### src/hw/tpc_pkg.sv
// constants shared by the tracking position counter block
// assumes a single 100 MHz clock domain and a 32-bit apb register bus
package tpc_pkg;

	// ----------------------------------------------------------------
	// clock and timing
	// ----------------------------------------------------------------
	localparam int unsigned CLK_PERIOD_NS = 10;
	localparam int unsigned BUSY_NS       = 200;
	localparam int unsigned CARRY_NS      = 300;
	localparam int unsigned BUSY_CYC      = (BUSY_NS + CLK_PERIOD_NS - 1) / CLK_PERIOD_NS;
	localparam int unsigned CARRY_CYC     = (CARRY_NS + CLK_PERIOD_NS - 1) / CLK_PERIOD_NS;
	localparam int unsigned TMR_W         = 6;

	// ----------------------------------------------------------------
	// position word
	// ----------------------------------------------------------------
	localparam int unsigned POS_W = 16;

	typedef enum logic [1:0] {
		TPC_RES_10 = 2'b00,
		TPC_RES_12 = 2'b01,
		TPC_RES_14 = 2'b10,
		TPC_RES_16 = 2'b11
	} tpc_res_t;

	localparam logic [POS_W-1:0] MASK_10 = 16'hffc0;
	localparam logic [POS_W-1:0] MASK_12 = 16'hfff0;
	localparam logic [POS_W-1:0] MASK_14 = 16'hfffc;
	localparam logic [POS_W-1:0] MASK_16 = 16'hffff;
	localparam logic [POS_W-1:0] STEP_10 = 16'h0040;
	localparam logic [POS_W-1:0] STEP_12 = 16'h0010;
	localparam logic [POS_W-1:0] STEP_14 = 16'h0004;
	localparam logic [POS_W-1:0] STEP_16 = 16'h0001;

	// ----------------------------------------------------------------
	// register map (byte addresses)
	// ----------------------------------------------------------------
	localparam int unsigned    ADDR_W        = 8;
	localparam logic [7:0]     ADDR_CTRL     = 8'h00;
	localparam logic [7:0]     ADDR_POS      = 8'h04;
	localparam logic [7:0]     ADDR_IRQ_STAT = 8'h08;
	localparam logic [7:0]     ADDR_IRQ_MASK = 8'h0c;
	localparam logic [7:0]     ADDR_REVS     = 8'h10;

	localparam int unsigned    CTRL_HOLD_BIT  = 0;
	localparam int unsigned    POS_DIR_BIT    = 16;
	localparam int unsigned    POS_BUSY_BIT   = 17;
	localparam int unsigned    POS_RES_LSB    = 18;
	localparam int unsigned    IRQ_STEP_BIT   = 0;
	localparam int unsigned    IRQ_CARRY_BIT  = 1;
	localparam int unsigned    IRQ_DIR_BIT    = 2;
	localparam int unsigned    IRQ_W          = 3;

	localparam logic [31:0]    RDATA_RST     = 32'h0000_0000;
	localparam logic [IRQ_W-1:0] IRQ_RST     = 3'h0;
	localparam logic [POS_W-1:0] POS_RST     = 16'h0000;
	localparam logic [4:0]       PIN_RST     = 5'h04;    // hold_n idles high

endpackage

### src/hw/tpc_cnt_if.sv
// bundle between the control logic and the up/down position counter
// assumes both ends share pclk
`timescale 1ns/1ns
interface tpc_cnt_if;
	logic                     step_up;
	logic                     step_dn;
	logic [tpc_pkg::POS_W-1:0] mask;
	logic [tpc_pkg::POS_W-1:0] inc;
	logic [tpc_pkg::POS_W-1:0] count;
	logic                     dir;
	logic                     stepped;
	logic                     wrapped;

	modport ctrl (
		output step_up,
		output step_dn,
		output mask,
		output inc,
		input  count,
		input  dir,
		input  stepped,
		input  wrapped
	);

	modport cnt (
		input  step_up,
		input  step_dn,
		input  mask,
		input  inc,
		output count,
		output dir,
		output stepped,
		output wrapped
	);
endinterface

### src/hw/tpc_counter.sv
// up/down position counter, msb aligned, wrapping at the selected resolution
// assumes step_up and step_dn are single-cycle strobes on pclk
`timescale 1ns/1ns
module tpc_counter (
	input  wire logic pclk,
	input  wire logic presetn,
	tpc_cnt_if.cnt    cif
);
	logic [tpc_pkg::POS_W-1:0] count_r;
	logic [tpc_pkg::POS_W-1:0] count_nxt;
	logic                      dir_r;
	logic                      stepped_r;
	logic                      wrapped_r;
	logic                      move;
	logic                      wrap;

	assign move = cif.step_up ^ cif.step_dn;
	// major carry: all ones up to zero, or zero down to all ones
	assign wrap = move & (cif.step_up ? ((count_r & cif.mask) == cif.mask)
	                                  : ((count_r & cif.mask) == '0));

	always_comb begin
		count_nxt = count_r;
		if (cif.step_up && !cif.step_dn) begin
			count_nxt = (count_r + cif.inc) & cif.mask;
		end else if (cif.step_dn && !cif.step_up) begin
			count_nxt = (count_r - cif.inc) & cif.mask;
		end
	end

	always_ff @(posedge pclk or negedge presetn) begin
		if (!presetn) begin
			count_r <= tpc_pkg::POS_RST;
		end else begin
			count_r <= count_nxt & cif.mask;
		end
	end

	// direction latch changes only on a real step the other way
	always_ff @(posedge pclk or negedge presetn) begin
		if (!presetn) begin
			dir_r <= 1'b0;
		end else if (move) begin
			dir_r <= cif.step_dn;
		end
	end

	always_ff @(posedge pclk or negedge presetn) begin
		if (!presetn) begin
			stepped_r <= 1'b0;
			wrapped_r <= 1'b0;
		end else begin
			stepped_r <= move;
			wrapped_r <= wrap;
		end
	end

	assign cif.count   = count_r;
	assign cif.dir     = dir_r;
	assign cif.stepped = stepped_r;
	assign cif.wrapped = wrapped_r;
endmodule

### src/hw/tpc_sync.sv
// two-flop synchroniser for pin inputs
// assumes the inputs are quasi-static or pulses wider than two clocks
`timescale 1ns/1ns
module tpc_sync #(
	parameter int unsigned  W   = 1,
	parameter logic [W-1:0] RST = '0
) (
	input  wire logic         pclk,
	input  wire logic         presetn,
	input  wire logic [W-1:0] d,
	output logic      [W-1:0] q
);
	logic [W-1:0] meta_r;

	always_ff @(posedge pclk or negedge presetn) begin
		if (!presetn) begin
			meta_r <= RST;
			q      <= RST;
		end else begin
			meta_r <= d;
			q      <= meta_r;
		end
	end
endmodule

### src/hw/tpc_top.sv
// tracking position counter: output latch, busy, carry and direction, apb registers
// assumes step pins, hold and resolution pins are asynchronous to pclk;
// each step pin rising edge is one lsb of input movement
`timescale 1ns/1ns

// How it works
// two select pins choose 10, 12, 14 or 16 bit position width
// outside party should change resolution only while busy is low
// no convert request; each lsb step moves the counter up or down
// each single lsb counter change gives one busy pulse
// one revolution spans 1024, 4096, 16384 or 65536 counts
// position is plain unsigned binary, no gray coding
// carry pulse when counter wraps all ones to zero or back
// direction output settles before its carry pulse appears
// direction is latched and toggles only on a real one lsb reversal
// hold never delays or blocks carry or direction
// while hold is low the output latch stays frozen
// position is invalid while busy is high; reader waits
// releasing hold issues one busy pulse refreshing the latch
// unused low-order data lines read low below 16 bits
// select pins decode to resolution by a fixed table
// counter wraps modulo two to the resolution, continuous both ways
module tpc_top (
	input  wire logic                      pclk,
	input  wire logic                      presetn,
	input  wire logic                      psel,
	input  wire logic                      penable,
	input  wire logic                      pwrite,
	input  wire logic [tpc_pkg::ADDR_W-1:0] paddr,
	input  wire logic [31:0]               pwdata,
	output logic      [31:0]               prdata,
	output logic                           pready,
	output logic                           pslverr,
	input  wire logic                      step_up_in,
	input  wire logic                      step_dn_in,
	input  wire logic                      hold_n,
	input  wire logic                      resolution_select_a,
	input  wire logic                      resolution_select_b,
	output logic      [tpc_pkg::POS_W-1:0] position,
	output logic                           busy,
	output logic                           carry,
	output logic                           dir,
	output logic                           irq
);
	// ----------------------------------------------------------------
	// pin synchronisers
	// ----------------------------------------------------------------
	logic [4:0] pins_s;
	logic       up_d_r;
	logic       dn_d_r;
	logic       up_s;
	logic       dn_s;
	logic       hold_n_s;
	tpc_pkg::tpc_res_t res_pin_s;

	tpc_sync #(
		.W   (5),
		.RST (tpc_pkg::PIN_RST)
	) u_sync (
		.pclk    (pclk),
		.presetn (presetn),
		.d       ({resolution_select_b, resolution_select_a, hold_n, step_dn_in, step_up_in}),
		.q       (pins_s)
	);

	assign up_s      = pins_s[0];
	assign dn_s      = pins_s[1];
	assign hold_n_s  = pins_s[2];
	assign res_pin_s = tpc_pkg::tpc_res_t'(pins_s[4:3]);

	always_ff @(posedge pclk or negedge presetn) begin
		if (!presetn) begin
			up_d_r <= 1'b0;
			dn_d_r <= 1'b0;
		end else begin
			up_d_r <= up_s;
			dn_d_r <= dn_s;
		end
	end

	// ----------------------------------------------------------------
	// resolution select
	// ----------------------------------------------------------------
	tpc_pkg::tpc_res_t         res_r;
	logic [tpc_pkg::POS_W-1:0] mask;
	logic [tpc_pkg::POS_W-1:0] inc;
	logic                      busy_r;

	// a new setting is taken only between busy pulses
	always_ff @(posedge pclk or negedge presetn) begin
		if (!presetn) begin
			res_r <= tpc_pkg::TPC_RES_10;
		end else if (!busy_r) begin
			res_r <= res_pin_s;
		end
	end

	always_comb begin
		unique case (res_r)
			tpc_pkg::TPC_RES_10: begin
				mask = tpc_pkg::MASK_10;
				inc  = tpc_pkg::STEP_10;
			end
			tpc_pkg::TPC_RES_12: begin
				mask = tpc_pkg::MASK_12;
				inc  = tpc_pkg::STEP_12;
			end
			tpc_pkg::TPC_RES_14: begin
				mask = tpc_pkg::MASK_14;
				inc  = tpc_pkg::STEP_14;
			end
			tpc_pkg::TPC_RES_16: begin
				mask = tpc_pkg::MASK_16;
				inc  = tpc_pkg::STEP_16;
			end
		endcase
	end

	// ----------------------------------------------------------------
	// counter
	// ----------------------------------------------------------------
	tpc_cnt_if cif ();

	assign cif.step_up = up_s & ~up_d_r;
	assign cif.step_dn = dn_s & ~dn_d_r;
	assign cif.mask    = mask;
	assign cif.inc     = inc;

	tpc_counter u_cnt (
		.pclk    (pclk),
		.presetn (presetn),
		.cif     (cif)
	);

	// ----------------------------------------------------------------
	// hold and busy
	// ----------------------------------------------------------------
	logic                      ctrl_hold_r;
	logic                      hold_act;
	logic                      hold_d_r;
	logic                      hold_rel;
	logic                      busy_trig;
	logic [tpc_pkg::TMR_W-1:0] busy_tmr_r;

	assign hold_act  = ~hold_n_s | ctrl_hold_r;
	assign hold_rel  = hold_d_r & ~hold_act;
	assign busy_trig = cif.stepped | hold_rel;

	always_ff @(posedge pclk or negedge presetn) begin
		if (!presetn) begin
			hold_d_r <= 1'b0;
		end else begin
			hold_d_r <= hold_act;
		end
	end

	// every step or hold release restarts a fixed-width busy pulse
	always_ff @(posedge pclk or negedge presetn) begin
		if (!presetn) begin
			busy_r     <= 1'b0;
			busy_tmr_r <= '0;
		end else if (busy_trig) begin
			busy_r     <= 1'b1;
			busy_tmr_r <= tpc_pkg::TMR_W'(tpc_pkg::BUSY_CYC - 1);
		end else if (busy_tmr_r != '0) begin
			busy_tmr_r <= busy_tmr_r - 1'b1;
		end else begin
			busy_r <= 1'b0;
		end
	end

	// ----------------------------------------------------------------
	// output latch
	// ----------------------------------------------------------------
	logic [tpc_pkg::POS_W-1:0] pos_r;

	// loaded while busy rises, so data changes only under busy
	always_ff @(posedge pclk or negedge presetn) begin
		if (!presetn) begin
			pos_r <= tpc_pkg::POS_RST;
		end else if (busy_trig && !hold_act) begin
			pos_r <= cif.count & mask;
		end
	end

	// ----------------------------------------------------------------
	// direction and carry
	// ----------------------------------------------------------------
	logic                      dir_r;
	logic                      wrap_d_r;
	logic                      carry_r;
	logic [tpc_pkg::TMR_W-1:0] carry_tmr_r;
	logic                      dir_chg;

	assign dir_chg = dir_r ^ cif.dir;

	// direction follows the counter one cycle before the carry, hold ignored
	always_ff @(posedge pclk or negedge presetn) begin
		if (!presetn) begin
			dir_r    <= 1'b0;
			wrap_d_r <= 1'b0;
		end else begin
			dir_r    <= cif.dir;
			wrap_d_r <= cif.wrapped;
		end
	end

	always_ff @(posedge pclk or negedge presetn) begin
		if (!presetn) begin
			carry_r     <= 1'b0;
			carry_tmr_r <= '0;
		end else if (wrap_d_r) begin
			carry_r     <= 1'b1;
			carry_tmr_r <= tpc_pkg::TMR_W'(tpc_pkg::CARRY_CYC - 1);
		end else if (carry_tmr_r != '0) begin
			carry_tmr_r <= carry_tmr_r - 1'b1;
		end else begin
			carry_r <= 1'b0;
		end
	end

	// revolution count kept for software, signed by direction
	logic [15:0] revs_r;

	always_ff @(posedge pclk or negedge presetn) begin
		if (!presetn) begin
			revs_r <= 16'h0000;
		end else if (cif.wrapped) begin
			revs_r <= cif.dir ? revs_r - 16'h0001 : revs_r + 16'h0001;
		end
	end

	// ----------------------------------------------------------------
	// apb slave
	// ----------------------------------------------------------------
	logic                   acc;
	logic                   wr_en;
	logic                   hit;
	logic [31:0]            rd_mux;
	logic [tpc_pkg::IRQ_W-1:0] irq_stat_r;
	logic [tpc_pkg::IRQ_W-1:0] irq_mask_r;
	logic [tpc_pkg::IRQ_W-1:0] irq_evt;

	// answer comes one cycle into the access phase
	assign acc   = psel & penable & ~pready;
	assign wr_en = psel & penable & pready & pwrite & ~pslverr;

	always_comb begin
		hit    = 1'b1;
		rd_mux = tpc_pkg::RDATA_RST;
		unique case (paddr)
			tpc_pkg::ADDR_CTRL: begin
				rd_mux[tpc_pkg::CTRL_HOLD_BIT] = ctrl_hold_r;
			end
			tpc_pkg::ADDR_POS: begin
				rd_mux[tpc_pkg::POS_W-1:0]       = pos_r;
				rd_mux[tpc_pkg::POS_DIR_BIT]     = dir_r;
				rd_mux[tpc_pkg::POS_BUSY_BIT]    = busy_r;
				rd_mux[tpc_pkg::POS_RES_LSB +: 2] = res_r;
			end
			tpc_pkg::ADDR_IRQ_STAT: begin
				rd_mux[tpc_pkg::IRQ_W-1:0] = irq_stat_r;
			end
			tpc_pkg::ADDR_IRQ_MASK: begin
				rd_mux[tpc_pkg::IRQ_W-1:0] = irq_mask_r;
			end
			tpc_pkg::ADDR_REVS: begin
				rd_mux[15:0] = revs_r;
			end
			default: begin
				hit = 1'b0;
			end
		endcase
	end

	always_ff @(posedge pclk or negedge presetn) begin
		if (!presetn) begin
			pready  <= 1'b0;
			pslverr <= 1'b0;
			prdata  <= tpc_pkg::RDATA_RST;
		end else begin
			pready  <= acc;
			pslverr <= acc & ~hit;
			if (acc && !pwrite) begin
				prdata <= rd_mux;
			end
		end
	end

	always_ff @(posedge pclk or negedge presetn) begin
		if (!presetn) begin
			ctrl_hold_r <= 1'b0;
			irq_mask_r  <= tpc_pkg::IRQ_RST;
		end else if (wr_en) begin
			if (paddr == tpc_pkg::ADDR_CTRL) begin
				ctrl_hold_r <= pwdata[tpc_pkg::CTRL_HOLD_BIT];
			end
			if (paddr == tpc_pkg::ADDR_IRQ_MASK) begin
				irq_mask_r <= pwdata[tpc_pkg::IRQ_W-1:0];
			end
		end
	end

	// ----------------------------------------------------------------
	// interrupts: sticky, write one to clear, set wins
	// ----------------------------------------------------------------
	assign irq_evt[tpc_pkg::IRQ_STEP_BIT]  = cif.stepped;
	assign irq_evt[tpc_pkg::IRQ_CARRY_BIT] = wrap_d_r;
	assign irq_evt[tpc_pkg::IRQ_DIR_BIT]   = dir_chg;

	always_ff @(posedge pclk or negedge presetn) begin
		if (!presetn) begin
			irq_stat_r <= tpc_pkg::IRQ_RST;
		end else begin
			if (wr_en && paddr == tpc_pkg::ADDR_IRQ_STAT) begin
				irq_stat_r <= (irq_stat_r & ~pwdata[tpc_pkg::IRQ_W-1:0]) | irq_evt;
			end else begin
				irq_stat_r <= irq_stat_r | irq_evt;
			end
		end
	end

	always_ff @(posedge pclk or negedge presetn) begin
		if (!presetn) begin
			irq <= 1'b0;
		end else begin
			irq <= |(irq_stat_r & irq_mask_r);
		end
	end

	// ----------------------------------------------------------------
	// outputs
	// ----------------------------------------------------------------
	always_ff @(posedge pclk or negedge presetn) begin
		if (!presetn) begin
			position <= tpc_pkg::POS_RST;
			busy     <= 1'b0;
			carry    <= 1'b0;
			dir      <= 1'b0;
		end else begin
			position <= pos_r;
			busy     <= busy_r;
			carry    <= carry_r;
			dir      <= dir_r;
		end
	end
endmodule
### config.mk
export PLATFORM = sky130hd
export DESIGN_NAME = tpc_top
export DESIGN_NICKNAME = d
export VERILOG_FILES = /design/src/hw/tpc_pkg.sv /design/src/hw/tpc_cnt_if.sv /design/src/hw/tpc_counter.sv /design/src/hw/tpc_sync.sv /design/src/hw/tpc_top.sv
export SDC_FILE = /design/constraint.sdc
export NUM_CORES = 1
export LEC_CHECK = 0
export ABC_CLOCK_PERIOD_IN_PS = 3300
export BUFFER_PORTS_ARGS = -buffer_cell sky130_fd_sc_hd__buf_4
export CAP_MARGIN = 20
export CORE_AREA = 2 2 113 115
export CTS_CLUSTER_DIAMETER = 120
export DETAILED_ROUTE_END_ITERATION = 8
export DIE_AREA = 0 0 115 117
export PLACE_DENSITY = 0.88
export SYNTH_ARGS = -nofsm -noshare
export SYNTH_HDL_FRONTEND = slang
export SYNTH_SLANG_ARGS = --single-unit
### constraint.sdc
create_clock -name pclk -period 3.3 [get_ports pclk]
set_clock_uncertainty 0.2 [all_clocks]
set_input_delay 0.66 -clock pclk [delete_from_list [all_inputs] [get_ports pclk]]
set_output_delay 0.66 -clock pclk [all_outputs]
set_load 0.01 [all_outputs]
==> results by group <==
Placement
  – GPL Wtd Cong: between 0.9 and 1
  – Pre-CTS setup slack: between 400 and 500 ps
  – I/O Buffers: 62
  – Post-DP HPWL: between 10 and 15 mm
  – Dpl cell area: approximately 7400 sq um

Clocking
  – Num CTS Buffers: 17
  – CTS root buf: clkbuf_16
  – # hold bufs at CTS: 0
  – Longest Clk Path Bufs: 2
  – Clock Latency Late Sink: roughly 430 ps
  – Total clock sinks: around 130
  – # H-tree levels: 4
  – Post CTS Setup Buffer Count: 0
  – Reg clk slew, reported paths: 60 ps
  – CTS tree: built
  – Post-CTS sizing: 0

Logic synthesis
  – Number of synthesis warnings: 0
  – Post-Syn Instances: about 700
  – Synth async-reset ratio: 100%
  – Synth Register Bits: ~130
  – Synth Cell Area: ~7000 sq um
  – Seq/Total Area, Yosys: roughly 48%
  – Syn_area_per_cell: between 10 and 15 sq um
  – Post-synth top flop: dfrtp_1
  – Post-synth EDFFs: 0
  – Synth cell types: 75

Timing
  – RSZ-0062 raised after global routing: false
  – Final Critical Period: between 2000 and 3000 ps
  – Hold Fails Final Rpt: 0
  – Setup TNS: 0 ps
  – Slew Limit Fails: 0
  – Final period utilization: around 88%
  – Worst Tran Pin Value: 1110 ps
  – Final worst slack: roughly 380 ps
  – Fmax: approximately 340 MHz
  – Relative slew slack: 25.8%
  – Setup violations, final: 0

Global routing
  – M2 GR Usage: 40.3%
  – Vias in the first global route: roughly 5400
  – Total GRT Usage: around a quarter
  – GR Util met1: between 30% and 40%
  – GRT overflow: 0
  – Pin count of the biggest net entering global routing: 61
  – Busiest grt layer: met2
  – GRT met3 Usage: 6.49%
  – First-pass GRT wire length: roughly 27 mm
  – Initial antenna violation count: 0

Finish
  – Area of the multi-input gates: roughly 3300 sq um
  – Filler cells: between 900 and 1000
  – Sequential cell area: between 3000 and 4000 sq um
  – Share of cells above drive strength 1: approximately 19%
  – Design area: between 8000 and 9000 sq um
  – Area Growth Syn to Fin: 17.5%
  – Antenna diodes: 0
  – Final #Nets: 824

Power
  – Sw power: between 2000 and 2500 uW
  – Int Pwr: 4230 uW
  – Worst VDD drop: a little over 0.0004 V
  – Pleak: 0.00382 uW
  – Pwr per Cell Area: around 830 nW/um^2
  – Sw Ratio: 36.5%
  – Comb pwr share: 32.5%
  – Flop pwr share: between 30 and 40%
  – Clk pwr share: between 30% and 40%

Route
  – Routed Antenna Nets: 0
  – Via/cell ratio: about 6
  – Total Routed Length: about 17 mm
  – Via Count: between 5000 and 6000
  – Drc violations: 0
  – Starting DRT DRC Count: 596
  – Routed len/inst: between 15 and 20 um
  – First drt pass iteration count: 6

Critical path
  – Critical path fanouts, max: 15
  – Setup crit start kind: register
  – Worst setup EP type: register
  – R2r setup slk: roughly 380 ps
  – FF-to-FF End: u_cnt.cif.count[11]
  – Crit path launch: res_r[1]
  – CP Class: register to register
  – Worst path required time: 3470 ps
  – CP arrival: 3080 ps
  – Worst R2R Path Depth: 8
  – Launching point of the worst reg2reg path: res_r[1]
  – End point of the critical path: u_cnt.cif.count[11]

Floorplan
  – Std-Cell Rows: 41
  – Die height: between 100 and 150 um
  – Die area: roughly 13000 sq um
  – Die width: ~120 um
  – Initial Util: a little under three fifths
  – Placeable Area: between 10000 and 15000 sq um
  – Top-level I/O count: 104

Run
  – Max-Cap Viols: 0

Status
  – Run status: finished clean

Hold path
  – HP Class: primary input to async pin
metrics by stage:
step	cells	hold slack (ps)	total power (uW)	utilization, %
after floorplan	698	131	3950	-
after global placement	875	133	4450	60.2
after detailed placement	875	136	4580	60.2
after CTS	907	68.6	6650	65.4
after global routing	908	88.5	7060	65.7
final	908	45.7	6670	65.7
power groups by stage:
stage	registers [uW]	logic [uW]	clock network [uW]
4_1_cts	2440	2140	2060
5_1_grt	2510	2410	2140
6_report	2460	2170	2040
2_1_floorplan	2270	1680	0
3_3_place_gp	2440	2010	0
3_5_place_dp	2470	2110	0
kinds of logic after synthesis:
| logic type | count (synthesis) | synth area share [%] |
|---|---|---|
| multiplexers | 30 | 4.80 |
| adder cells (fa/ha/maj) | 29 | 5.39 |
| buffers and inverters | 77 | 5.29 |
| AND/OR/NAND/NOR | 225 | 16.0 |
| other | 1 | 0.0545 |
| AO/OA/AOI/OAI | 174 | 18.2 |
| flip-flops | 131 | 47.7 |
| XOR/XNOR | 20 | 2.55 |
sequential cells by signal (all words and copies together), names as in the netlist, 2 cells and up:
| register | count |
|---|---|
| prdata | 20 |
| pos_r | 16 |
| position | 16 |
| revs_r | 16 |
| u_cnt.cif.count | 16 |
| busy_tmr_r | 6 |
| carry_tmr_r | 6 |
| u_sync.meta_r | 5 |
| u_sync.q | 5 |
| irq_mask_r | 3 |
| irq_stat_r | 3 |
| res_r | 2 |
placed cells by master, fill, tap and decap left out, types with 11 or more instances in the layout:
cell type  Yosys  layout
nor3_1        18      18
nand3_1       14      14
conb_1         1      12
dfrtp_1      129     129
nand2_1       74      74
buf_4         13      71
clkbuf_16      0      17
ha_1          28      28
o21ai_0       40      40
mux2_2        24      24
nor2_1        54      54
a22oi_1       11      11
a21oi_1       27      27
nand4_1       15      15
a21o_1        15      15
inv_1         31      31
synth_stat cells, types with 4 or more instances:
cell type | instances | share of area, %
a211oi_1 | 6 | 0.65
a21o_1 | 15 | 1.6
a21oi_1 | 27 | 2.0
a221oi_1 | 9 | 1.1
a22o_1 | 4 | 0.51
a22oi_1 | 11 | 1.2
a31oi_1 | 6 | 0.55
and2_1 | 4 | 0.36
and3_1 | 4 | 0.36
buf_2 | 9 | 0.65
buf_4 | 13 | 1.4
clkbuf_1 | 20 | 1.1
dfrtp_1 | 129 | 47
ha_1 | 28 | 5.1
inv_1 | 31 | 1.7
mux2_2 | 24 | 3.9
mux2i_1 | 6 | 0.87
nand2_1 | 74 | 4.0
nand2b_1 | 6 | 0.55
nand3_1 | 14 | 1.0
nand3b_1 | 4 | 0.44
nand4_1 | 15 | 1.4
nor2_1 | 54 | 2.9
nor2b_1 | 9 | 0.82
nor3_1 | 18 | 1.3
o21a_1 | 4 | 0.44
o21ai_0 | 40 | 2.9
o21ai_1 | 4 | 0.29
o21bai_1 | 4 | 0.44
o31ai_1 | 7 | 0.76
or3_1 | 8 | 0.73
xnor2_1 | 10 | 1.3
xor2_1 | 10 | 1.3
area by class of cell:
type	instances	share of cell area (%)
clock buffer	18	5.43
clock inverter	14	2.49
inverter	32	1.49
multi-input combinational	490	40.5
sequential	131	40.6
tap	150	2.32
timing repair buffer	73	7.18
critical path, cell delays in order (launching register included):
cell	delay, ps
dfrtp_1	620
nand2b_1	170
ha_1	420
nand4bb_1	270
o211ai_2	260
a21oi_2	170
or3_1	340
a211oi_1	290
a21o_1	120
routing by layer:
layer	share of wire [%]	wire length (um)	up-vias
met2	47	7860	273
met5	0	0	-
met3	6.9	1140	52
li1	-	-	2562
met1	43	7070	2723
met4	3.1	509	0
how the worst min path moves through the flow:
stage,from,endpoint,slack [ps],depth (start not counted)
6_report,presetn,pready,50,1
5_1_grt,presetn,pready,90,1
4_1_cts,presetn,prdata[8],70,1
3_5_place_dp,u_sync.meta_r[1],u_sync.q[1],140,0
3_3_place_gp,u_sync.meta_r[4],u_sync.q[4],130,0
2_1_floorplan,u_sync.meta_r[0],u_sync.q[0],130,0
(Power assumes the default switching activity.)
